`src/pkg/spf_pkg.sv`:
```
// Package: constants, types and helpers of the special pin function block.
package spf_pkg;

  localparam int unsigned SPF_AW        = 8;
  localparam logic [7:0]  SPF_SEL_OFS   = 8'h00;
  localparam logic [7:0]  SPF_STAT_OFS  = 8'h04;

  localparam int unsigned SPF_SUB_POS   = 0;
  localparam int unsigned SPF_MAIN_POS  = 2;
  localparam int unsigned SPF_USB0_POS  = 4;
  localparam int unsigned SPF_USB1_POS  = 5;
  localparam int unsigned SPF_ERRM_POS  = 0;
  localparam int unsigned SPF_ERRS_POS  = 1;

  localparam logic [1:0]  SPF_OSC_GPIO  = 2'h0;
  localparam logic [1:0]  SPF_OSC_XTAL  = 2'h1;
  localparam logic [1:0]  SPF_OSC_BAD   = 2'h2;
  localparam logic [1:0]  SPF_OSC_EXT   = 2'h3;

  localparam logic        SPF_USB_RST   = 1'h0;
  localparam logic [1:0]  SPF_MAIN_RST  = 2'h1;
  localparam logic [1:0]  SPF_SUB_RST   = 2'h1;

  localparam int unsigned SPF_GRP_A     = 1;
  localparam int unsigned SPF_GRP_B     = 2;
  localparam int unsigned SPF_GRP_C     = 3;

  typedef enum logic [1:0] {
    SPF_KIND_USB,
    SPF_KIND_MAIN,
    SPF_KIND_SUB
  } spf_kind_t;

  // Field order matches the bit layout of the selection register.
  typedef struct packed {
    logic       usb1;
    logic       usb0;
    logic [1:0] main;
    logic [1:0] sub;
  } spf_sel_t;

  typedef struct packed {
    logic        wr;
    logic        rd;
    logic [7:0]  addr;
    logic [31:0] wdata;
  } spf_req_t;

  // Pad control of one pin pair; func means taken away from GPIO.
  typedef struct packed {
    logic p0_func;
    logic p1_func;
    logic p0_cut;
    logic p1_cut;
    logic pu_off;
    logic clk_in;
  } spf_pair_t;

  function automatic logic spf_osc_legal(input logic [1:0]  code,
                                         input int unsigned grp);
    return (code == SPF_OSC_GPIO) || (code == SPF_OSC_XTAL) ||
           ((code == SPF_OSC_EXT) && (grp == SPF_GRP_C));
  endfunction

endpackage

```
`src/hw/spf_pair_decode.sv`:
```
// Decoder from one selection field to the pad controls of its pin pair.
module spf_pair_decode
  import spf_pkg::*;
#(
  parameter spf_kind_t   KIND  = SPF_KIND_USB,
  parameter int unsigned GROUP = SPF_GRP_A
) (
  input  wire logic [1:0] code,  // Field value
  output spf_pair_t       pads   // Pad controls
);

  always_comb begin
    pads = '0;
    if (KIND == SPF_KIND_USB) begin
      if (code[0]) begin // see RULE_02, RULE_14
        pads.p0_func = 1'b1;
        pads.p1_func = 1'b1;
        pads.p0_cut  = 1'b1;
        pads.p1_cut  = 1'b1;
      end
    end else if (spf_osc_legal(code, GROUP)) begin // see RULE_15
      case (code)
        SPF_OSC_GPIO: begin // see RULE_04, RULE_07
          // The first pin stays GPIO but may also feed a clock input.
          if (KIND == SPF_KIND_MAIN) begin
            pads.clk_in = (GROUP == SPF_GRP_C);
          end else begin
            pads.clk_in = (GROUP != SPF_GRP_C);
          end
        end
        SPF_OSC_XTAL: begin // see RULE_05, RULE_08
          pads.p0_func = 1'b1;
          pads.p1_func = 1'b1;
          pads.p0_cut  = 1'b1;
          pads.p1_cut  = 1'b1;
          pads.pu_off  = 1'b1;
          pads.clk_in  = (KIND == SPF_KIND_MAIN) && (GROUP == SPF_GRP_A);
        end
        SPF_OSC_EXT: begin // see RULE_06, RULE_09
          // Input path must stay open for the clock, second pin is GPIO.
          pads.p0_func = 1'b1;
          pads.clk_in  = 1'b1;
        end
        default: begin
          pads = '0;
        end
      endcase
    end
  end

endmodule // spf_pair_decode

```
`src/hw/spf_pin_select.sv`:
```
// Special pin function selection register and pad control of its pin pairs.
//
// Summary of operation
// (RULE_01) USB ch0 field 0, the reset value, keeps both USB ch0 pins as GPIO.
// (RULE_02) USB ch0 field 1 gives both pins to USB, input direction, cut-off.
// (RULE_03) Reading returns every stored field and changes no pin.
// (RULE_04) Main oscillator field 00 releases both pins to GPIO.
// (RULE_05) Main 01 (reset): pins to oscillator, cut-off, pull-up off.
// (RULE_06) Main 10 is forbidden; 11 only in group C: clock in plus GPIO.
// (RULE_07) Sub oscillator field 00 releases both sub pins to GPIO.
// (RULE_08) Sub 01 (reset): pins to oscillator, pull-up off; 10 forbidden.
// (RULE_09) Sub field 11 only in group C: first pin clock in, second GPIO.
// (RULE_10) Main field 01 alone never starts the main oscillator.
// (RULE_11) Sub field 01 alone never starts the sub oscillator.
// (RULE_12) External clock in group B: fields 01, GPIO direction input. The code sets clk_in at main 01 in group A only.
// (RULE_13) Deep-standby reset keeps the selection; only system reset clears.
// (RULE_14) USB ch1 field at bit 5 works like USB ch0.
// (RULE_15) Variant group is a parameter; forbidden codes leave pins as GPIO.
module spf_pin_select
  import spf_pkg::*;
#(
  parameter int unsigned GROUP = SPF_GRP_A
) (
  input  wire logic   sys_clk,         // System clock, 20 MHz
  input  wire logic   rst_n,           // System reset, active low
  input  wire logic   dstby_rst_n,     // Deep-standby reset, active low
  input  wire logic   ce,              // Clock enable, freezes all state
  input  spf_req_t    bus_req,         // Register request
  output logic [31:0] rd_data,         // Read data, cycle after read
  input  wire logic   main_osc_enable, // Main oscillator enable
  input  wire logic   sub_osc_enable,  // Sub oscillator enable
  output spf_pair_t   usb0_pads,       // USB ch0 pad controls
  output spf_pair_t   usb1_pads,       // USB ch1 pad controls
  output spf_pair_t   main_pads,       // Main oscillator pad controls
  output spf_pair_t   sub_pads,        // Sub oscillator pad controls
  output logic        main_osc_run,    // Main oscillator running
  output logic        sub_osc_run,     // Sub oscillator running
  output logic        bad_write        // A forbidden code was written
);

  ////////////////////////////////////////////////////////////////////////////
  // Request decode

  logic     wr_sel;
  logic     wr_stat;
  logic     rd_sel;
  logic     rd_stat;
  spf_sel_t sel_q;
  spf_sel_t sel_d;
  spf_sel_t wsel;
  logic [1:0] err_q;
  logic [1:0] err_d;
  logic [1:0] err_set;
  logic [31:0] rd_data_q;
  logic [31:0] rd_data_d;
  spf_pair_t  usb0_dec;
  spf_pair_t  usb1_dec;
  spf_pair_t  main_dec;
  spf_pair_t  sub_dec;
  spf_pair_t  usb0_q;
  spf_pair_t  usb1_q;
  spf_pair_t  main_q;
  spf_pair_t  sub_q;
  logic       main_run_q;
  logic       sub_run_q;

  assign wr_sel  = ce && bus_req.wr && (bus_req.addr == SPF_SEL_OFS);
  assign wr_stat = ce && bus_req.wr && (bus_req.addr == SPF_STAT_OFS);
  assign rd_sel  = ce && bus_req.rd && (bus_req.addr == SPF_SEL_OFS);
  assign rd_stat = ce && bus_req.rd && (bus_req.addr == SPF_STAT_OFS);

  // Reserved write bits are dropped; prohibited codes are still stored.
  always_comb begin
    wsel      = '0;
    wsel.usb1 = bus_req.wdata[SPF_USB1_POS];
    wsel.usb0 = bus_req.wdata[SPF_USB0_POS];
    wsel.main = bus_req.wdata[SPF_MAIN_POS +: 2];
    wsel.sub  = bus_req.wdata[SPF_SUB_POS +: 2];
  end

  ////////////////////////////////////////////////////////////////////////////
  // Selection register

  // Deep-standby reset is not an input here on purpose: the pads must
  // keep their function while the core sleeps. // see RULE_13
  always_comb begin
    sel_d = sel_q;
    if (!rst_n) begin
      sel_d.usb1 = SPF_USB_RST;
      sel_d.usb0 = SPF_USB_RST;
      sel_d.main = SPF_MAIN_RST;
      sel_d.sub  = SPF_SUB_RST;
    end else if (wr_sel) begin
      sel_d = wsel;
    end
  end

  always_ff @(posedge sys_clk) begin
    if (!rst_n || ce) begin
      sel_q <= sel_d;
    end
  end

  ////////////////////////////////////////////////////////////////////////////
  // Pad control decode

  // The pads are decoded from the next selection so that they change in
  // the same edge as the register and never lag a cycle behind it.
  spf_pair_decode #(
    .KIND  (SPF_KIND_USB),
    .GROUP (GROUP)
  ) u_usb0 (
    .code ({1'b0, sel_d.usb0}),
    .pads (usb0_dec)
  );

  spf_pair_decode #(
    .KIND  (SPF_KIND_USB),
    .GROUP (GROUP)
  ) u_usb1 (
    .code ({1'b0, sel_d.usb1}),
    .pads (usb1_dec)
  );

  spf_pair_decode #(
    .KIND  (SPF_KIND_MAIN),
    .GROUP (GROUP)
  ) u_main (
    .code (sel_d.main),
    .pads (main_dec)
  );

  spf_pair_decode #(
    .KIND  (SPF_KIND_SUB),
    .GROUP (GROUP)
  ) u_sub (
    .code (sel_d.sub),
    .pads (sub_dec)
  );

  always_ff @(posedge sys_clk) begin
    if (!rst_n || ce) begin
      usb0_q <= usb0_dec; // see RULE_01
      usb1_q <= usb1_dec; // see RULE_14
      main_q <= main_dec; // see RULE_05
      sub_q  <= sub_dec;  // see RULE_08
    end
  end

  ////////////////////////////////////////////////////////////////////////////
  // Oscillator run

  // Only the enable starts a crystal; the field merely lends the pins.
  always_ff @(posedge sys_clk) begin
    if (!rst_n) begin
      main_run_q <= 1'b0;
      sub_run_q  <= 1'b0;
    end else if (ce) begin
      main_run_q <= main_osc_enable &&
                    (sel_q.main == SPF_OSC_XTAL); // see RULE_10
      sub_run_q  <= sub_osc_enable &&
                    (sel_q.sub == SPF_OSC_XTAL);  // see RULE_11
    end
  end

  ////////////////////////////////////////////////////////////////////////////
  // Forbidden code status

  always_comb begin
    err_set = '0;
    if (wr_sel) begin
      err_set[SPF_ERRM_POS] = !spf_osc_legal(wsel.main, GROUP); // see RULE_06
      err_set[SPF_ERRS_POS] = !spf_osc_legal(wsel.sub, GROUP);  // see RULE_09
    end
    err_d = err_q;
    if (wr_stat) begin
      err_d = err_q & ~bus_req.wdata[1:0];
    end
    // A new fault in the clearing cycle is kept.
    err_d = err_d | err_set;
  end

  always_ff @(posedge sys_clk) begin
    if (!rst_n || !dstby_rst_n) begin
      err_q <= '0;
    end else if (ce) begin
      err_q <= err_d;
    end
  end

  ////////////////////////////////////////////////////////////////////////////
  // Read path

  // Reads have no side effect; unmapped addresses return zero.
  always_comb begin
    rd_data_d = '0;
    if (rd_sel) begin
      rd_data_d = {26'h0, sel_q}; // see RULE_03
    end else if (rd_stat) begin
      rd_data_d = {30'h0, err_q};
    end
  end

  always_ff @(posedge sys_clk) begin
    if (!rst_n || !dstby_rst_n) begin
      rd_data_q <= '0;
    end else if (ce) begin
      rd_data_q <= rd_data_d;
    end
  end

  assign rd_data      = rd_data_q;
  assign usb0_pads    = usb0_q;
  assign usb1_pads    = usb1_q;
  assign main_pads    = main_q;
  assign sub_pads     = sub_q;
  assign main_osc_run = main_run_q;
  assign sub_osc_run  = sub_run_q;
  assign bad_write    = |err_q;

  ////////////////////////////////////////////////////////////////////////////
  // Assertions

  a_usb0_gpio_mode: assert property ( // see RULE_01
    @(posedge sys_clk) disable iff (!rst_n)
    !sel_q.usb0 |-> !usb0_q.p0_func && !usb0_q.p1_func && !usb0_q.p0_cut)
    else $error("USB ch0 pins not GPIO while field is 0");

  a_usb0_usb_mode: assert property ( // see RULE_02
    @(posedge sys_clk) disable iff (!rst_n)
    wr_sel && bus_req.wdata[SPF_USB0_POS] |=>
      usb0_q.p0_func && usb0_q.p1_func && usb0_q.p0_cut && usb0_q.p1_cut)
    else $error("USB ch0 pins not given to USB after write of 1");

  a_read_back_sel: assert property ( // see RULE_03
    @(posedge sys_clk) disable iff (!rst_n || !dstby_rst_n)
    rd_sel && !bus_req.wr |=>
      rd_data == {26'h0, $past(sel_q)} && $stable(sel_q))
    else $error("Read returned wrong value or changed selection");

  a_main_gpio_mode: assert property ( // see RULE_04
    @(posedge sys_clk) disable iff (!rst_n)
    sel_q.main == SPF_OSC_GPIO |->
      !main_q.p0_func && !main_q.p1_func && !main_q.pu_off)
    else $error("Main oscillator pins not released at code 00");

  a_main_xtal_mode: assert property ( // see RULE_05
    @(posedge sys_clk) disable iff (!rst_n)
    sel_q.main == SPF_OSC_XTAL |->
      main_q.p0_func && main_q.p1_func && main_q.p0_cut &&
      main_q.p1_cut && main_q.pu_off)
    else $error("Main oscillator pins not assigned at code 01");

  a_main_ext_clk: assert property ( // see RULE_06
    @(posedge sys_clk) disable iff (!rst_n)
    sel_q.main == SPF_OSC_EXT |->
      (GROUP == SPF_GRP_C) ? (main_q.clk_in && !main_q.p1_func)
                           : (main_q == '0))
    else $error("Main code 11 decoded wrongly for this group");

  a_sub_gpio_mode: assert property ( // see RULE_07
    @(posedge sys_clk) disable iff (!rst_n)
    sel_q.sub == SPF_OSC_GPIO |->
      !sub_q.p0_func && !sub_q.p1_func && !sub_q.p0_cut)
    else $error("Sub oscillator pins not released at code 00");

  a_sub_xtal_mode: assert property ( // see RULE_08
    @(posedge sys_clk) disable iff (!rst_n)
    wr_sel && wsel.sub == SPF_OSC_XTAL |=>
      sub_q.p0_func && sub_q.p1_func && sub_q.pu_off && sub_q.p1_cut)
    else $error("Sub oscillator pins not assigned after write of 01");

  a_sub_ext_clk: assert property ( // see RULE_09
    @(posedge sys_clk) disable iff (!rst_n)
    sel_q.sub == SPF_OSC_EXT |->
      (GROUP == SPF_GRP_C) ? (sub_q.clk_in && !sub_q.p0_cut)
                           : (sub_q == '0))
    else $error("Sub code 11 decoded wrongly for this group");

  a_main_no_start: assert property ( // see RULE_10
    @(posedge sys_clk) disable iff (!rst_n)
    ce && !main_osc_enable |=> !main_osc_run)
    else $error("Main oscillator runs without its enable");

  a_sub_no_start: assert property ( // see RULE_11
    @(posedge sys_clk) disable iff (!rst_n)
    ce && !sub_osc_enable |=> !sub_osc_run)
    else $error("Sub oscillator runs without its enable");

  a_sub_osc_start: assert property ( // see RULE_11
    @(posedge sys_clk) disable iff (!rst_n)
    ce && sub_osc_enable && sel_q.sub == SPF_OSC_XTAL |=> sub_osc_run)
    else $error("Sub oscillator not started by enable at code 01");

  a_dstby_keeps_sel: assert property ( // see RULE_13
    @(posedge sys_clk) disable iff (!rst_n)
    !dstby_rst_n && !wr_sel |=> $stable(sel_q))
    else $error("Deep-standby reset disturbed the selection");

  a_usb1_usb_mode: assert property ( // see RULE_14
    @(posedge sys_clk) disable iff (!rst_n)
    sel_q.usb1 |-> usb1_q.p0_func && usb1_q.p1_func && usb1_q.p1_cut)
    else $error("USB ch1 pins not given to USB at field 1");

  a_bad_code_gpio: assert property ( // see RULE_15
    @(posedge sys_clk) disable iff (!rst_n)
    wr_sel && wsel.main == SPF_OSC_BAD |=>
      main_q == '0 ##1 (!ce || bad_write))
    else $error("Forbidden main code did not leave pins as GPIO");

  a_main_osc_start: assert property ( // see RULE_10
    @(posedge sys_clk) disable iff (!rst_n)
    ce && main_osc_enable && sel_q.main == SPF_OSC_XTAL |=> main_osc_run)
    else $error("Main oscillator not started by enable at code 01");

  a_main_run_gate: assert property ( // see RULE_04
    @(posedge sys_clk) disable iff (!rst_n)
    ce && sel_q.main != SPF_OSC_XTAL |=> !main_osc_run)
    else $error("Main oscillator runs while its pins are not lent");

  a_sub_run_gate: assert property ( // see RULE_07
    @(posedge sys_clk) disable iff (!rst_n)
    ce && sel_q.sub != SPF_OSC_XTAL |=> !sub_osc_run)
    else $error("Sub oscillator runs while its pins are not lent");

  a_sub_bad_status: assert property ( // see RULE_09
    @(posedge sys_clk) disable iff (!rst_n || !dstby_rst_n)
    wr_sel && !spf_osc_legal(wsel.sub, GROUP) |=> bad_write)
    else $error("Forbidden sub code did not raise the status");

  a_usb1_gpio_mode: assert property ( // see RULE_14
    @(posedge sys_clk) disable iff (!rst_n)
    !sel_q.usb1 |-> usb1_q == '0)
    else $error("USB ch1 pins not GPIO while field is 0");

  a_sel_reset_value: assert property ( // see RULE_13
    @(posedge sys_clk)
    !rst_n |=> sel_q == {SPF_USB_RST, SPF_USB_RST, SPF_MAIN_RST, SPF_SUB_RST})
    else $error("System reset did not restore the selection defaults");

  a_rd_idle_zero: assert property ( // see RULE_03
    @(posedge sys_clk) disable iff (!rst_n)
    ce && !bus_req.rd |=> rd_data == '0)
    else $error("Read data did not return to zero after its cycle");

endmodule // spf_pin_select

```
`config.mk`:
```
export PLATFORM = sky130hd
export DESIGN_NAME = spf_pin_select
export DESIGN_NICKNAME = d
export VERILOG_FILES = /design/src/pkg/spf_pkg.sv /design/src/hw/spf_pair_decode.sv /design/src/hw/spf_pin_select.sv
export SDC_FILE = /design/constraint.sdc
export NUM_CORES = 1
export LEC_CHECK = 0
export ABC_CLOCK_PERIOD_IN_PS = 2700
export BUFFER_PORTS_ARGS = -buffer_cell sky130_fd_sc_hd__buf_2
export CORE_MARGIN = 5
export CORE_UTILIZATION = 31
export DETAILED_ROUTE_END_ITERATION = 16
export HOLD_SLACK_MARGIN = 0.08
export PLACE_DENSITY = 0.73
export SLEW_MARGIN = 30
export SYNTH_ARGS = -nofsm -noshare
export SYNTH_HDL_FRONTEND = slang
export SYNTH_SLANG_ARGS = --single-unit
export TNS_END_PERCENT = 50
```
`constraint.sdc`:
```
create_clock -name sys_clk -period 2.7 [get_ports sys_clk]
set_input_delay 0.54 -clock sys_clk [delete_from_list [all_inputs] [get_ports sys_clk]]
set_output_delay 0.54 -clock sys_clk [all_outputs]
set_load 0.03 [all_outputs]
```
**Word-level counts from Yosys, hierarchy flattened**

Cells that the tools add are included.

- Bits in registers: 61
- Word-level logic and storage cells: 79
- Bits of input ports: 48

- Reduce and logical (&&, ||, !) cells: 27
- Equal/unequal tests: 9
- Bitwise operators: 3
- Multiplexer cells: 13

Operators by type and width:

| kind | number |
|---|---|
| $mux 6 | 3 |
| $mux 4 | 4 |
| $eq 2x1->1 const B | 6 |
| $eq 8x3->1 const B | 1 |
| $logic_and 1x1->1 | 8 |
| $logic_not 2->1 | 4 |
| $logic_not 8->1 | 1 |
| $reduce_or 2->1 | 4 |
| $logic_or 1x1->1 | 6 |
| $mux 2 | 3 |
| $eq 2x2->1 const B | 2 |
| $logic_not 1->1 | 4 |
| $mux 1 | 3 |
| $and 2x2->2 | 1 |
| $not 2->2 | 1 |
| $or 2x2->2 | 1 |

**Logic depth before layout (Yosys ltp)**

Gate-level depths: netlist of run 1.

- Depth after elaboration: 7
- Mapped depth: 7
- Gate-level depth less buffers: 6

**Hierarchy**

Synthesis of run 1 repeated with hierarchy kept, for this count alone.

- Cells, all modules: 164
- Area total of the unflattened synthesis: 1,956.9 um^2

Modules (own cells, without submodules):

| module | cells an instance | times used | area an instance (um^2) | sequential area each (um^2) |
|---|---|---|---|---|
| spf_pin_select | 138 | 1 | 1,760.4 | 1,101.1 |
| spf_pair_decode at u_usb0 ... | 7 | 2 | 48.8 | 0.0 |
| spf_pair_decode at u_main | 6 | 1 | 51.3 | 0.0 |
| spf_pair_decode at u_sub | 6 | 1 | 47.5 | 0.0 |

**Worst setup path before layout of run 1**

No wires, ideal clock.

- Path type: input-to-reg
- From: input bus_req[39] (netlist name)
- To: register sub_q (netlist bit sub_pads[0]) (data pin)
- Buffers on the path: 1
- Arrival time: 2,031 ps
- Path slack: 399 ps
- Library setup time: 270 ps
- Stages on the path: 6
- Cell sequence: or4_1 buf_4 nor4_4 nor2_1 ha_1 nor3b_1

- Cells in the longest elaborated chain, start to end: 7
- Elaborated cells between the ends (all ways): 10
- Classes of those cells: eq/ne: 2; mux: 3; reduce/logical: 5

RTL lines:

| item | line | text |
|---|---|---|
| start: declaration | spf_pin_select.sv:28 | `input spf_req_t bus_req,` |
| $logic_not 8->1 (*) | spf_pin_select.sv:67 | `assign wr_sel = ce && bus_req.wr && (bus_req.addr == SPF_SEL_OFS);` |
| $logic_and 1x1->1 (*) | spf_pin_select.sv:67 |  |
| $mux 6 (*) | spf_pin_select.sv:93 | `end else if (wr_sel) begin` |
| $mux 6 (*) | spf_pin_select.sv:88 | `if (!rst_n) begin` |
| $eq 2x2->1 / $logic_not 2->1 (equally long branches) | n/a |  |
| $reduce_or 2->1 (no source line) | n/a |  |
| $mux 1 | n/a |  |
| end signal: assignment | spf_pin_select.sv:146 | `sub_q <= sub_dec;` |
| end: declaration | spf_pin_select.sv:63 | `spf_pair_t sub_q;` |

Every way passes the cells marked *; elsewhere a longest branch is shown, timed or not.
A chain may end at the register's enable or synchronous reset.

==> qor.tcl, run 1 <==
set qor(path_max_fanout) 3
set qor(setup.worst_path.end) {sub_pads[0]$_SDFFCE_PN0P_}
set qor(floorplan.core_area_sq_mm) 0.00444
set qor(synth_sequential_area_ratio_pct) 36.6
set qor(critical_path_class) {in2reg}
set qor(critPathSlowestCell) {or4_1}
set qor(synth.most_common_cell) {buf_4}
set qor(cp.required_ns) 2.70
set qor(nets) 240
set qor(dp_worst_setup_slack_ns) 0.234
set qor(synth-seq-cells) 21
set qor(netlist-cell-type-count) 33
set qor(layout-drive-gt1-share_pct) 34.4
set qor(netlist_area_sq_mm) 0.00145
set qor(post-cts-setup-buffers) 0
set qor(cts-buffers-inserted) 3
set qor(diodes) 0
set qor(path_depth) 6
set qor(start_util_pct) 32.6
set qor(clk_root_buffer_cell) {clkbuf_8}
set qor(num_rows) 24
set qor(layoutNonFillerInstCount) 241
set qor(synth-async-reset-ratio_pct) 0
set qor(register_area_sq_um) 531
set qor(finalWorstSetupSlack_ns) 0.529
set qor(crit_path_capture_type) {flop}
set qor(detail_route.vias_per_cell) 4.74
set qor(p_leak_uw) 0.000673
set qor(clkSinkCount) 21
set qor(rsz_0062_raised_after_global_routing) {false}
set qor(crit_path_arrival_time_ns) 2.17
set qor(grt_remaining_overflow) 0
set qor(clockBufferDepth) 2
set qor(timing.reg2reg.setup_slack_ns) 1.13
set qor(detailedRoute.firstIterationViolations) 121
set qor(crit_path_cell_trace) {buf_2 -> or4_1 -> nor4_1 -> o21ai_0 -> ha_1 -> nor3b_1}
set qor(crit_family) {simple AND/OR/NAND/NOR gates}
set qor(clk_pin_slew_worst_paths_ns) 0.08
set qor(wl_per_cell_microns) 13.5
set qor(track_usage_pct) 10.5
set qor(grt_max_degree) 15
set qor(post-route-min-period_ns) 2.17
set qor(wirelength_mm) 3.26
set qor(worst_r2r_endpoint) {sub_pads[0]$_SDFFCE_PN0P_}
set qor(setup_viol_count_final) 0
set qor(post-synth-top-area-fraction_pct) 23.8
set qor(post-place-cells) 237
set qor(worstPathBufferInverterCount) 1
set qor(cts.hold.buffers_added) 0
set qor(detailed_place_hpwl_mm) 2.59
set qor(chipHeight_microns) 78.4
set qor(power.density_cell_area_mw_per_mm2) 479
set qor(clock_skews_ns) 0.00395
set qor(multi_input_area_sq_um) 657
set qor(finalCritPeriodShare_pct) 80.4
set qor(synth.cells.most_frequent) {buf_4 (46), a21oi_1 (11), edfxtp_1 (11)}
set qor(synth-edff-count) 11
set qor(synth-main-ff-cell) {edfxtp_1}
set qor(postRouteAntennaNets) 0
set qor(maximum_ir_drop_on_the_vdd_rail_v) 0.000167
set qor(max-slew-margin-rel_pct) 61.8
set qor(worst-r2r-cell-count) 5
set qor(synth_warn) 0
set qor(reg2reg_from) {sel_q[1]$_DFFE_PP_}
set qor(vias) 1143
set qor(final.fill_count) 462
set qor(area_growth_pct) 9.58
set qor(report.final.slew_viol_count) 0
set qor(slowest_delay_ns) 0.61
set qor(max_freq_mhz) 461
set qor(synth.area.top_cells) {buf_4 (24%), edfxtp_1 (23%), dfxtp_1 (14%)}
set qor(holdCritPathClass) {reg2reg}
set qor(postCtsResizedCells) 0
set qor(startpoint) {bus_req[39]}
set qor(synth_area_leader_cell) {buf_4}
set qor(finalHoldViolCount) 0
set qor(maxCapViolations) 0
set qor(design.die.area_sq_mm) 0.00615
set qor(die_width_microns) 78.4
set qor(place.gp.congestion) 0.797
set qor(critPathLaunchType) {input pin}
set qor(netlist_instances) 153
set qor(drt_first_pass_iters) 4
set qor(port_buffer_count) 50
set qor(clk_latency_ns) 0.26
set qor(cts_tree) {done}
set qor(setup_tns_final_ns) 0
set qor(cts_htree_levels) 1
set qor(synth_area_per_cell_sq_um) 9.48
set qor(io-pin-count) 107
set qor(drc_errors) 0
set qor(first_pass_grt_wire_length_mm) 5.15
set qor(tightest_slew_ns) 0.574
set qor(via_count_of_the_first_global_routing_pass) 1043
set qor(antenna_found_initial) 0
set qor(run_status) {complete, no violations}
## area by class of cell
| cell class | count | share of cell area (%) |
|---|---|---|
| repair buffers | 54 | 17.6 |
| multi-input cells | 107 | 41.3 |
| well taps | 52 | 4.09 |
| inverters | 3 | 0.709 |
| clock buffers | 4 | 2.83 |
| flip-flops and latches | 21 | 33.4 |
## worst min-delay path by stage
| stage | cells past startpoint | end | from | slack [ns] |
|---|---|---|---|---|
| 2_1_floorplan | 2 | err_q[0]$_SDFFE_PP0P_ | err_q[0]$_SDFFE_PP0P_ | 0.48 |
| 3_3_place_gp | 2 | main_osc_run$_SDFFE_PN0P_ | main_osc_run$_SDFFE_PN0P_ | 0.46 |
| 3_5_place_dp | 2 | main_osc_run$_SDFFE_PN0P_ | main_osc_run$_SDFFE_PN0P_ | 0.45 |
| 4_1_cts | 2 | main_osc_run$_SDFFE_PN0P_ | main_osc_run$_SDFFE_PN0P_ | 0.47 |
| 5_1_grt | 2 | rd_data[1]$_SDFFE_PP0P_ | rd_data[1]$_SDFFE_PP0P_ | 0.49 |
| 6_report | 2 | main_osc_run$_SDFFE_PN0P_ | main_osc_run$_SDFFE_PN0P_ | 0.47 |
## placed cells by master (no fill, tap or decap), types with 2 or more instances in the layout
cell and instances:
nor2b_1 6, nor3b_1 2, mux2_2 2, a21oi_1 11, o21ai_0 4, nand4_1 9
nor2_1 2, edfxtp_1 11, conb_1 30, nand2_1 3, buf_4 4, buf_2 50
nor3_1 2, nor4_1 2, ha_1 2, nand2b_1 10, o31ai_1 4, inv_1 3
a31oi_1 5, clkbuf_8 3, dfxtp_1 10
## power by group
group	leakage, uW	internal [uW]	switching, uW	total, uW
sequential	0.000186	349	8.38	358
clock	0.0000228	105	101	206
combinational	0.000464	44.6	153	198
total	0.000673	499	262	761
## cell families after synthesis
logic type	Yosys count	synth area share (%)
buffers and inverters	54	26.1
and+or+nand+nor	45	20.6
AOI/OAI and AO/OA	28	13.2
DFF	21	36.6
muxes	2	1.55
adders and majority gates	2	1.73
other	1	0.259
## tightest hold or removal path, cell delays in order (launching register included)
cell      delay, ns
dfxtp_1        0.31
nand2b_1       0.06
a21oi_1        0.05
## state kept, by name, indices dropped and copies added (netlist names)
| signal | flops |
|---|---|
| sub_pads | 3 |
| sub_osc_run | 1 |
| rd_data | 6 |
| sel_q | 6 |
| err_q | 2 |
| main_osc_run | 1 |
| main_pads | 2 |
## layer usage
| layer | GRT usage [%] | share of wire, % | wire length (microns) | vias up |
|---|---|---|---|---|
| met3 | 1.83 | 8.4 | 274 | 5 |
| met5 | 0 | 0 | 0 | - |
| met4 | 5.24 | 2.1 | 69 | 0 |
| met2 | 16.4 | 47 | 1530 | 59 |
| li1 | - | - | - | 547 |
| met1 | 13.9 | 43 | 1390 | 532 |
## stage by stage
stage | power (uW) | hold slack (ns) | area [sq um] | utilization [%]
floorplan | 562 | 0.481 | 1560 | -
global placement | 560 | 0.456 | 1540 | 34.7
detailed placement | 562 | 0.454 | 1540 | 34.7
CTS | 772 | 0.467 | 1590 | 35.8
global route | 801 | 0.493 | 1590 | 35.8
finish | 761 | 0.465 | 1590 | 35.8
Power figures use the tool's default switching activity.
==> run 2, diff against run 1 <==
--- a/config.mk
+++ b/config.mk
@@ -5,13 +5,14 @@
 export SDC_FILE = /design/constraint.sdc
 export NUM_CORES = 1
 export LEC_CHECK = 0
-export ABC_CLOCK_PERIOD_IN_PS = 2700
+export ABC_AREA = 1
+export ABC_CLOCK_PERIOD_IN_PS = 2000
 export BUFFER_PORTS_ARGS = -buffer_cell sky130_fd_sc_hd__buf_2
 export CORE_MARGIN = 5
 export CORE_UTILIZATION = 31
 export DETAILED_ROUTE_END_ITERATION = 16
 export HOLD_SLACK_MARGIN = 0.08
-export PLACE_DENSITY = 0.73
+export PLACE_DENSITY = 0.75
 export SLEW_MARGIN = 30
 export SYNTH_ARGS = -nofsm -noshare
 export SYNTH_HDL_FRONTEND = slang
==> constraint.sdc (replaced) <==
create_clock -name sys_clk -period 2 [get_ports sys_clk]
set_input_delay 0.4 -clock sys_clk [delete_from_list [all_inputs] [get_ports sys_clk]]
set_output_delay 0.4 -clock sys_clk [all_outputs]
set_load 0.03 [all_outputs]
==> run 2 against run 1 <==
Via count fell by 8.5%. Synthesized cell count up 7.2%. Utilization grew 0.53 points. Total power is 33% higher. First-iteration DRC count shrank 71%. Critical endpoint is now sub_pads[5]$_SDFFCE_PN0P_.
==> qor.tcl, run 2 <==
set qor(netlist_instances) 164 ;# was 153
set qor(rsz_0062_raised_after_global_routing) {false} ;# unchanged
set qor(clkSinkCount) 21 ;# unchanged
set qor(synth-simple-area-share_pct) 22.9 ;# was 20.6%
set qor(wirelength_mm) 2.79 ;# was 3.26 mm
set qor(register_area_sq_um) 531 ;# unchanged
set qor(detailedRoute.firstIterationViolations) 35 ;# was 121
set qor(synth.area.top_cells) {buf_4 (26%), edfxtp_1 (25%), dfxtp_1 (15%)} ;# was buf_4 (24%), edfxtp_1 (23%), dfxtp_1 (14%)
set qor(power.density_cell_area_mw_per_mm2) 683 ;# was 479 mW/mm^2
set qor(comb_power_share_pct) 25.1 ;# was 25.9%
set qor(synth_fa_ha_area_share_pct) 1.87 ;# was 1.73%
set qor(critPathLaunchType) {input pin} ;# unchanged
set qor(post_dp_cell_area_sq_mm) 0.00144 ;# was 0.00154 sq mm
set qor(floorplan.core_area_sq_mm) 0.00409 ;# was 0.00444 sq mm
set qor(design.die.area_sq_mm) 0.00573 ;# was 0.00615 sq mm
set qor(layout.cells.most_common) {buf_2} ;# unchanged
set qor(synth.most_common_cell) {buf_4} ;# unchanged
set qor(run_status) {complete, no violations} ;# unchanged
set qor(post-synth-top-area-fraction_pct) 25.8 ;# was 23.8%
set qor(via_count_of_the_first_global_routing_pass) 882 ;# was 1043
set qor(cp.required_ns) 2.02 ;# was 2.70 ns
set qor(cts_htree_levels) 1 ;# unchanged
set qor(critical_path_class) {in2reg} ;# unchanged
set qor(holdCritPathClass) {in2reg} ;# was reg2reg
set qor(clkPwrFrac_pct) 27.0 ;# was 27.1%
set qor(layout_common_cells) {buf_2 (50), conb_1 (30), nand2_1 (26)} ;# was buf_2 (50), conb_1 (30), a21oi_1 (11), edfxtp_1 (11)
set qor(muxShareOfSynthArea_pct) 0 ;# was 1.55%
set qor(clk_pin_slew_worst_paths_ns) 0.07 ;# was 0.08 ns
set qor(io-pin-count) 107 ;# unchanged
set qor(first_pass_grt_wire_length_mm) 4.05 ;# was 5.15 mm
set qor(stdcell_area_sq_mm) 0.00148 ;# was 0.00159 sq mm
set qor(finish.utilization_pct) 36.3 ;# was 35.8%
set qor(synth.cells.most_frequent) {buf_4 (46), nand2_1 (26), nand3_1 (23)} ;# was buf_4 (46), a21oi_1 (11), edfxtp_1 (11)
set qor(synth_sequential_area_ratio_pct) 39.6 ;# was 36.6%
set qor(drt_first_pass_iters) 4 ;# unchanged
set qor(num_rows) 23 ;# was 24
set qor(finalCritPeriodShare_pct) 88.4
set qor(vias) 1046 ;# was 1143
set qor(synth_warn) 0 ;# unchanged
set qor(synth-edff-count) 11 ;# unchanged
set qor(start_util_pct) 32.8 ;# was 32.6%
set qor(timing.reg2reg.setup_slack_ns) 0.52 ;# was 1.13 ns
set qor(track_usage_pct) 9.49 ;# was 10.5%
set qor(internal_power_uw) 666 ;# was 499 uW
set qor(tightest_slew_ns) 0.510 ;# was 0.574 ns
set qor(netSwitchingPower_uw) 346 ;# was 262 uW
set qor(detail_route.vias_per_cell) 4.12 ;# was 4.74
set qor(die_width_microns) 75.7 ;# was 78.4 microns
set qor(cts_tree) {done} ;# unchanged
set qor(max_freq_mhz) 565
set qor(path_max_fanout) 8 ;# was 3
set qor(netlist-cell-type-count) 19 ;# was 33
set qor(cts-buffers-inserted) 3 ;# unchanged
set qor(postRouteAntennaNets) 0 ;# unchanged
set qor(chipHeight_microns) 75.7 ;# was 78.4 microns
set qor(netlist_area_sq_mm) 0.00134 ;# was 0.00145 sq mm
set qor(setup_tns_final_ns) 0 ;# unchanged
set qor(layout-drive-gt1-share_pct) 31.9 ;# was 34.4%
set qor(port_buffer_count) 50 ;# unchanged
set qor(crit_path_arrival_time_ns) 1.79 ;# was 2.17 ns
set qor(detailed_place_hpwl_mm) 2.30 ;# was 2.59 mm
set qor(cts.hold.buffers_added) 0 ;# unchanged
set qor(postCtsResizedCells) 0 ;# unchanged
set qor(post-cts-setup-buffers) 0 ;# unchanged
set qor(final.fill_count) 443 ;# was 462
set qor(clock_skews_ns) 0.00276 ;# was 0.00395 ns
set qor(multi_input_area_sq_um) 499 ;# was 657 sq um
set qor(maximum_ir_drop_on_the_vdd_rail_v) 0.000470 ;# was 0.000167 V
set qor(crit_path_capture_type) {flop} ;# unchanged
set qor(max-slew-margin-rel_pct) 65.9 ;# was 61.8%
set qor(synth_area_per_cell_sq_um) 8.16 ;# was 9.48 sq um
set qor(antenna_found_initial) 0 ;# unchanged
set qor(xor_and_xnor_fraction_of_the_mapped_netlist_area_pct) 0 ;# unchanged
set qor(p_leak_uw) 0.000782 ;# was 0.000673 uW
set qor(swShare_pct) 34.2 ;# was 34.5%
set qor(place.gp.congestion) 0.767 ;# was 0.797
set qor(maxCapViolations) 0 ;# unchanged
set qor(largest_family_of_logic_cells_by_synthesized_area) {buffers and inverters} ;# unchanged
set qor(finalHoldViolCount) 0 ;# unchanged
set qor(diodes) 0 ;# unchanged
set qor(power.sequential.fraction_pct) 48.0 ;# was 47.0%
set qor(wl_per_cell_microns) 11.0 ;# was 13.5 microns
set qor(area_growth_pct) 10.7 ;# was 9.58%
set qor(grt_remaining_overflow) 0 ;# unchanged
set qor(synth-seq-cells) 21 ;# unchanged
set qor(synth_area_leader_cell) {buf_4} ;# unchanged
set qor(synth-async-reset-ratio_pct) 0 ;# unchanged
set qor(synth-main-ff-cell) {edfxtp_1} ;# unchanged
set qor(nets) 255 ;# was 240
set qor(clk_root_buffer_cell) {clkbuf_8} ;# unchanged
set qor(grt_max_degree) 13 ;# was 15
set qor(drc_errors) 0 ;# unchanged
set qor(report.final.slew_viol_count) 0 ;# unchanged
set qor(clockBufferDepth) 2 ;# unchanged
set qor(synthesized_area_fraction_occupied_by_ao_oa_aoi_and_oai_cells_pct) 4.11 ;# was 13.2%
set qor(post-route-min-period_ns) 1.77
set qor(clk_latency_ns) 0.26 ;# about the same
set qor(setup_viol_count_final) 0 ;# unchanged
==> run 2: final timing paths <==
kind                                 from                   endpoint  depth (start not counted)
hold reg to reg   rd_data[4]$_SDFFE_PP0P_    rd_data[4]$_SDFFE_PP0P_                          2
hold / removal             sub_osc_enable   sub_osc_run$_SDFFE_PN0P_                          3
setup / recovery              bus_req[33]  sub_pads[5]$_SDFFCE_PN0P_                         11
setup reg to reg       sel_q[1]$_DFFE_PP_  sub_pads[5]$_SDFFCE_PN0P_                          8
==> run 2: metal layers <==
layer / track usage [%] / vias up / share of wire (%)
met5: 0 / - / 0
met4: 1.17 / 0 / 0.50
met3: 4.49 / 2 / 12
met2: 16.5 / 40 / 51
met1: 10.9 / 476 / 37
li1: - / 528 / -
==> run 2: stage by stage <==
step	instances	setup slack [ns]	power (uW)	hold WS [ns]
floorplan	193	0.185	758	0.448
global placement	250	-0.0264	746	0.450
detailed placement	250	-0.0637	749	0.455
CTS	254	0.213	1030	0.424
global route	254	0.0659	1070	0.442
finish	254	0.231	1010	0.425
==> run 2: power by group through the flow <==
stage	Clock [uW]	Sequential [uW]	Combinational (uW)
after floorplan	0	516	241
after global placement	0	494	252
after detailed placement	0	496	254
after CTS	286	486	254
after global routing	305	488	275
final	273	485	254
==> run 2: worst max-delay path, stage by stage <==
cell,delay [ns]
buf_2,0.09
nor2_1,0.13
nand2_1,0.10
nor2_4,0.20
nand3b_1,0.14
nand3_2,0.11
inv_1,0.06
ha_1,0.18
or2_2,0.29
nand2_1,0.06
inv_1,0.03
==> run 2: area by class of cell <==
class,instances,share of cell area (%)
clock buffers,3,2.78
clock inverters,1,0.338
multi-input cells,109,33.7
repair buffers,55,19.4
inverters,15,3.80
well taps,50,4.22
flip-flops and latches,21,35.8
==> run 2: kinds of logic (layout without fill, tap and decap cells) <==
| kind of cell | count (synthesis) | after routing |
|---|---|---|
| flops | 21 | 21 |
| simple gates | 66 | 66 |
| buf+inv | 63 | 74 |
| fa+ha+maj | 2 | 2 |
| compound gates | 11 | 11 |
| other cells | 1 | 30 |
==> run 3, diff against run 2 <==
--- a/config.mk
+++ b/config.mk
@@ -7,12 +7,12 @@
 export LEC_CHECK = 0
 export ABC_AREA = 1
 export ABC_CLOCK_PERIOD_IN_PS = 2000
-export BUFFER_PORTS_ARGS = -buffer_cell sky130_fd_sc_hd__buf_2
+export BUFFER_PORTS_ARGS = -buffer_cell sky130_fd_sc_hd__clkbuf_2
 export CORE_MARGIN = 5
 export CORE_UTILIZATION = 31
 export DETAILED_ROUTE_END_ITERATION = 16
 export HOLD_SLACK_MARGIN = 0.08
-export PLACE_DENSITY = 0.75
+export PLACE_DENSITY = 0.66
 export SLEW_MARGIN = 30
 export SYNTH_ARGS = -nofsm -noshare
 export SYNTH_HDL_FRONTEND = slang
==> run 3 against run 2 <==
Via count decreased by 0.29%. Flip-flop and latch count unchanged. Worst setup slack improved by 0.15 ns. Largest cell class unchanged. Register-to-register slack improved by 0.02 ns. Critical path type unchanged.
==> qor.tcl, run 3 (synthesis results as in run 2) <==
set qor(run_status) {complete, no violations} ;# unchanged
set qor(area_growth_pct) 10.2 ;# was 10.7%
set qor(post-cts-setup-buffers) 0 ;# unchanged
set qor(cts-buffers-inserted) 3 ;# unchanged
set qor(finalHoldViolCount) 0 ;# unchanged
set qor(wirelength_mm) 2.87 ;# was 2.79 mm
set qor(timing.reg2reg.setup_slack_ns) 0.54 ;# was 0.52 ns
set qor(wirelength_met1_mm) 1.12 ;# was 1.02 mm
set qor(chipHeight_microns) 75.7 ;# unchanged
set qor(reg2reg_from) {sel_q[1]$_DFFE_PP_} ;# unchanged
set qor(num_rows) 23 ;# unchanged
set qor(cp.required_ns) 2.04 ;# was 2.02 ns
set qor(clockBufferDepth) 2 ;# unchanged
set qor(nets) 254 ;# was 255
set qor(io-pin-count) 107 ;# unchanged
set qor(vias) 1043 ;# was 1046
set qor(cts_htree_levels) 1 ;# unchanged
set qor(floorplan.core_area_sq_mm) 0.00409 ;# unchanged
set qor(layout-drive-gt1-share_pct) 31.5 ;# was 31.9%
set qor(design.die.area_sq_mm) 0.00573 ;# unchanged
set qor(path_max_fanout) 3 ;# was 8
set qor(start_util_pct) 32.8 ;# unchanged
set qor(critical_path_class) {in2reg} ;# unchanged
set qor(postCtsResizedCells) 0 ;# unchanged
set qor(crit_path_capture_type) {flop} ;# unchanged
set qor(grt_remaining_overflow) 0 ;# unchanged
set qor(report.final.slew_viol_count) 0 ;# unchanged
set qor(p_leak_uw) 0.000780 ;# was 0.000782 uW
set qor(final.hold.worst_slack_ns) 0.382 ;# was 0.425 ns
set qor(timing.hold.worst_endpoint) {sub_osc_run$_SDFFE_PN0P_} ;# unchanged
set qor(routed-wl-met2_mm) 1.38 ;# was 1.43 mm
set qor(worst_r2r_endpoint) {sub_pads[5]$_SDFFCE_PN0P_} ;# unchanged
set qor(clk_latency_ns) 0.27 ;# was 0.26 ns
set qor(critPathSlowestCell) {or2_2} ;# unchanged
set qor(cts.hold.buffers_added) 0 ;# unchanged
set qor(wl_per_cell_microns) 11.4 ;# was 11.0 microns
set qor(diodes) 0 ;# unchanged
set qor(clk_pin_slew_worst_paths_ns) 0.08 ;# was 0.07 ns
set qor(slowest_delay_ns) 0.28 ;# was 0.29 ns
set qor(setup_tns_final_ns) 0 ;# unchanged
set qor(die_width_microns) 75.7 ;# unchanged
set qor(crit_family) {simple AND/OR/NAND/NOR gates} ;# unchanged
set qor(cts_tree) {done} ;# unchanged
set qor(antenna_found_initial) 0 ;# unchanged
set qor(grt_max_degree) 13 ;# unchanged
set qor(post-route-min-period_ns) 1.62 ;# was 1.77 ns
set qor(min_delay_path_depth) 3 ;# unchanged
set qor(power.density_cell_area_mw_per_mm2) 696 ;# was 683 mW/mm^2
set qor(clk_root_buffer_cell) {clkbuf_8} ;# unchanged
set qor(crit_path_cell_trace) {clkbuf_2 -> nor2_1 -> nand2_1 -> nor2_4 -> nand3b_1 -> nand3_2 -> inv_1 -> ha_1 -> or2_2 -> nand2_1 -> inv_1} ;# was buf_2 -> nor2_1 -> nand2_1 -> nor2_4 -> nand3b_1 -> nand3_2 -> inv_1 -> ha_1 -> or2_2 -> nand2_1 -> inv_1
set qor(clock_skews_ns) 0.00580 ;# was 0.00276 ns
set qor(worst-r2r-cell-count) 8 ;# unchanged
set qor(rsz_0062_raised_after_global_routing) {false} ;# unchanged
set qor(place.gp.congestion) 0.807 ;# was 0.767
set qor(port_buffer_count) 50 ;# unchanged
set qor(first_pass_grt_wire_length_mm) 4.33 ;# was 4.05 mm
set qor(routed.top_layer) {met4} ;# unchanged
set qor(post_dp_cell_area_sq_mm) 0.00143 ;# was 0.00144 sq mm
set qor(drt_first_pass_iters) 4 ;# unchanged
set qor(total_power_uw) 1030 ;# was 1010 uW
set qor(detail_route.vias_per_cell) 4.12 ;# about the same
set qor(finalCritPeriodShare_pct) 81.0 ;# was 88.4%
set qor(setup_viol_count_final) 0 ;# unchanged
set qor(drc_errors) 0 ;# unchanged
set qor(track_usage_pct) 10.2 ;# was 9.49%
set qor(final.fill_count) 463 ;# was 443
set qor(worstPathBufferInverterCount) 3 ;# unchanged
set qor(layout_common_cells) {clkbuf_2 (50), conb_1 (30), nand2_1 (26)} ;# was buf_2 (50), conb_1 (30), nand2_1 (26)
set qor(clkSinkCount) 21 ;# unchanged
set qor(stdcell_area_sq_mm) 0.00148 ;# about the same
set qor(crit_path_arrival_time_ns) 1.66 ;# was 1.79 ns
set qor(critPathLaunchType) {input pin} ;# unchanged
set qor(maximum_ir_drop_on_the_vdd_rail_v) 0.000233 ;# was 0.000470 V
set qor(met3RoutedLength_microns) 315 ;# was 321 microns
set qor(layout.cells.most_common) {clkbuf_2} ;# was buf_2
set qor(detailedRoute.firstIterationViolations) 50 ;# was 35
set qor(maxCapViolations) 0 ;# unchanged
set qor(detailed_place_hpwl_mm) 2.38 ;# was 2.30 mm
set qor(max_freq_mhz) 617 ;# was 565 MHz
set qor(holdCritPathClass) {in2reg} ;# unchanged
set qor(via_count_of_the_first_global_routing_pass) 1002 ;# was 882
set qor(hold_start) {sub_osc_enable} ;# unchanged
set qor(postRouteAntennaNets) 0 ;# unchanged
run 3: stage by stage:
| step | std cells | utilization, % | setup WS [ns] |
|---|---|---|---|
| after detailed placement | 249 | 35.0 | 0.0635 |
| after CTS | 253 | 36.1 | 0.356 |
| after global routing | 253 | 36.1 | 0.247 |
| final | 253 | 36.1 | 0.380 |
| after global placement | 249 | 35.0 | 0.0746 |
| after floorplan | 193 | - | 0.185 |
run 3: worst max-delay path by stage:
stage | startpoint | to | depth (start not counted)
after floorplan | bus_req[39] | sub_pads[5]$_SDFFCE_PN0P_ | 10
after global placement | bus_req[39] | sub_pads[5]$_SDFFCE_PN0P_ | 11
after detailed placement | bus_req[39] | sub_pads[5]$_SDFFCE_PN0P_ | 11
after CTS | bus_req[39] | sub_pads[5]$_SDFFCE_PN0P_ | 11
after global routing | bus_req[37] | sub_pads[5]$_SDFFCE_PN0P_ | 11
final | bus_req[39] | sub_pads[5]$_SDFFCE_PN0P_ | 11
run 3: area by class of cell:
class / count / area (sq um) / share of cell area (%)
Sequential cell: 21 / 531 / 36.0
Multi-Input combinational cell: 109 / 499 / 33.8
Timing Repair Buffer: 54 / 280 / 19.0
Tap cell: 50 / 62.6 / 4.24
Inverter: 15 / 56.3 / 3.82
Clock buffer: 3 / 41.3 / 2.80
Clock inverter: 1 / 5.00 / 0.339
run 3: power by group:
group / switching, uW / internal [uW]
logic: 200 / 52.8
registers: 13.1 / 473
clock network: 149 / 139
run 3: worst min-delay path, stage by stage:
cell and delay (ns):
clkbuf_2 0.08, nand3_1 0.07, a21oi_1 0.06
run 3: layer usage:
layer | vias to the layer above | global-route usage [%]
li1 | 527 | -
met1 | 463 | 11.9
met2 | 45 | 16.7
met3 | 8 | 3.30
met4 | 0 | 5.05
met5 | - | 0
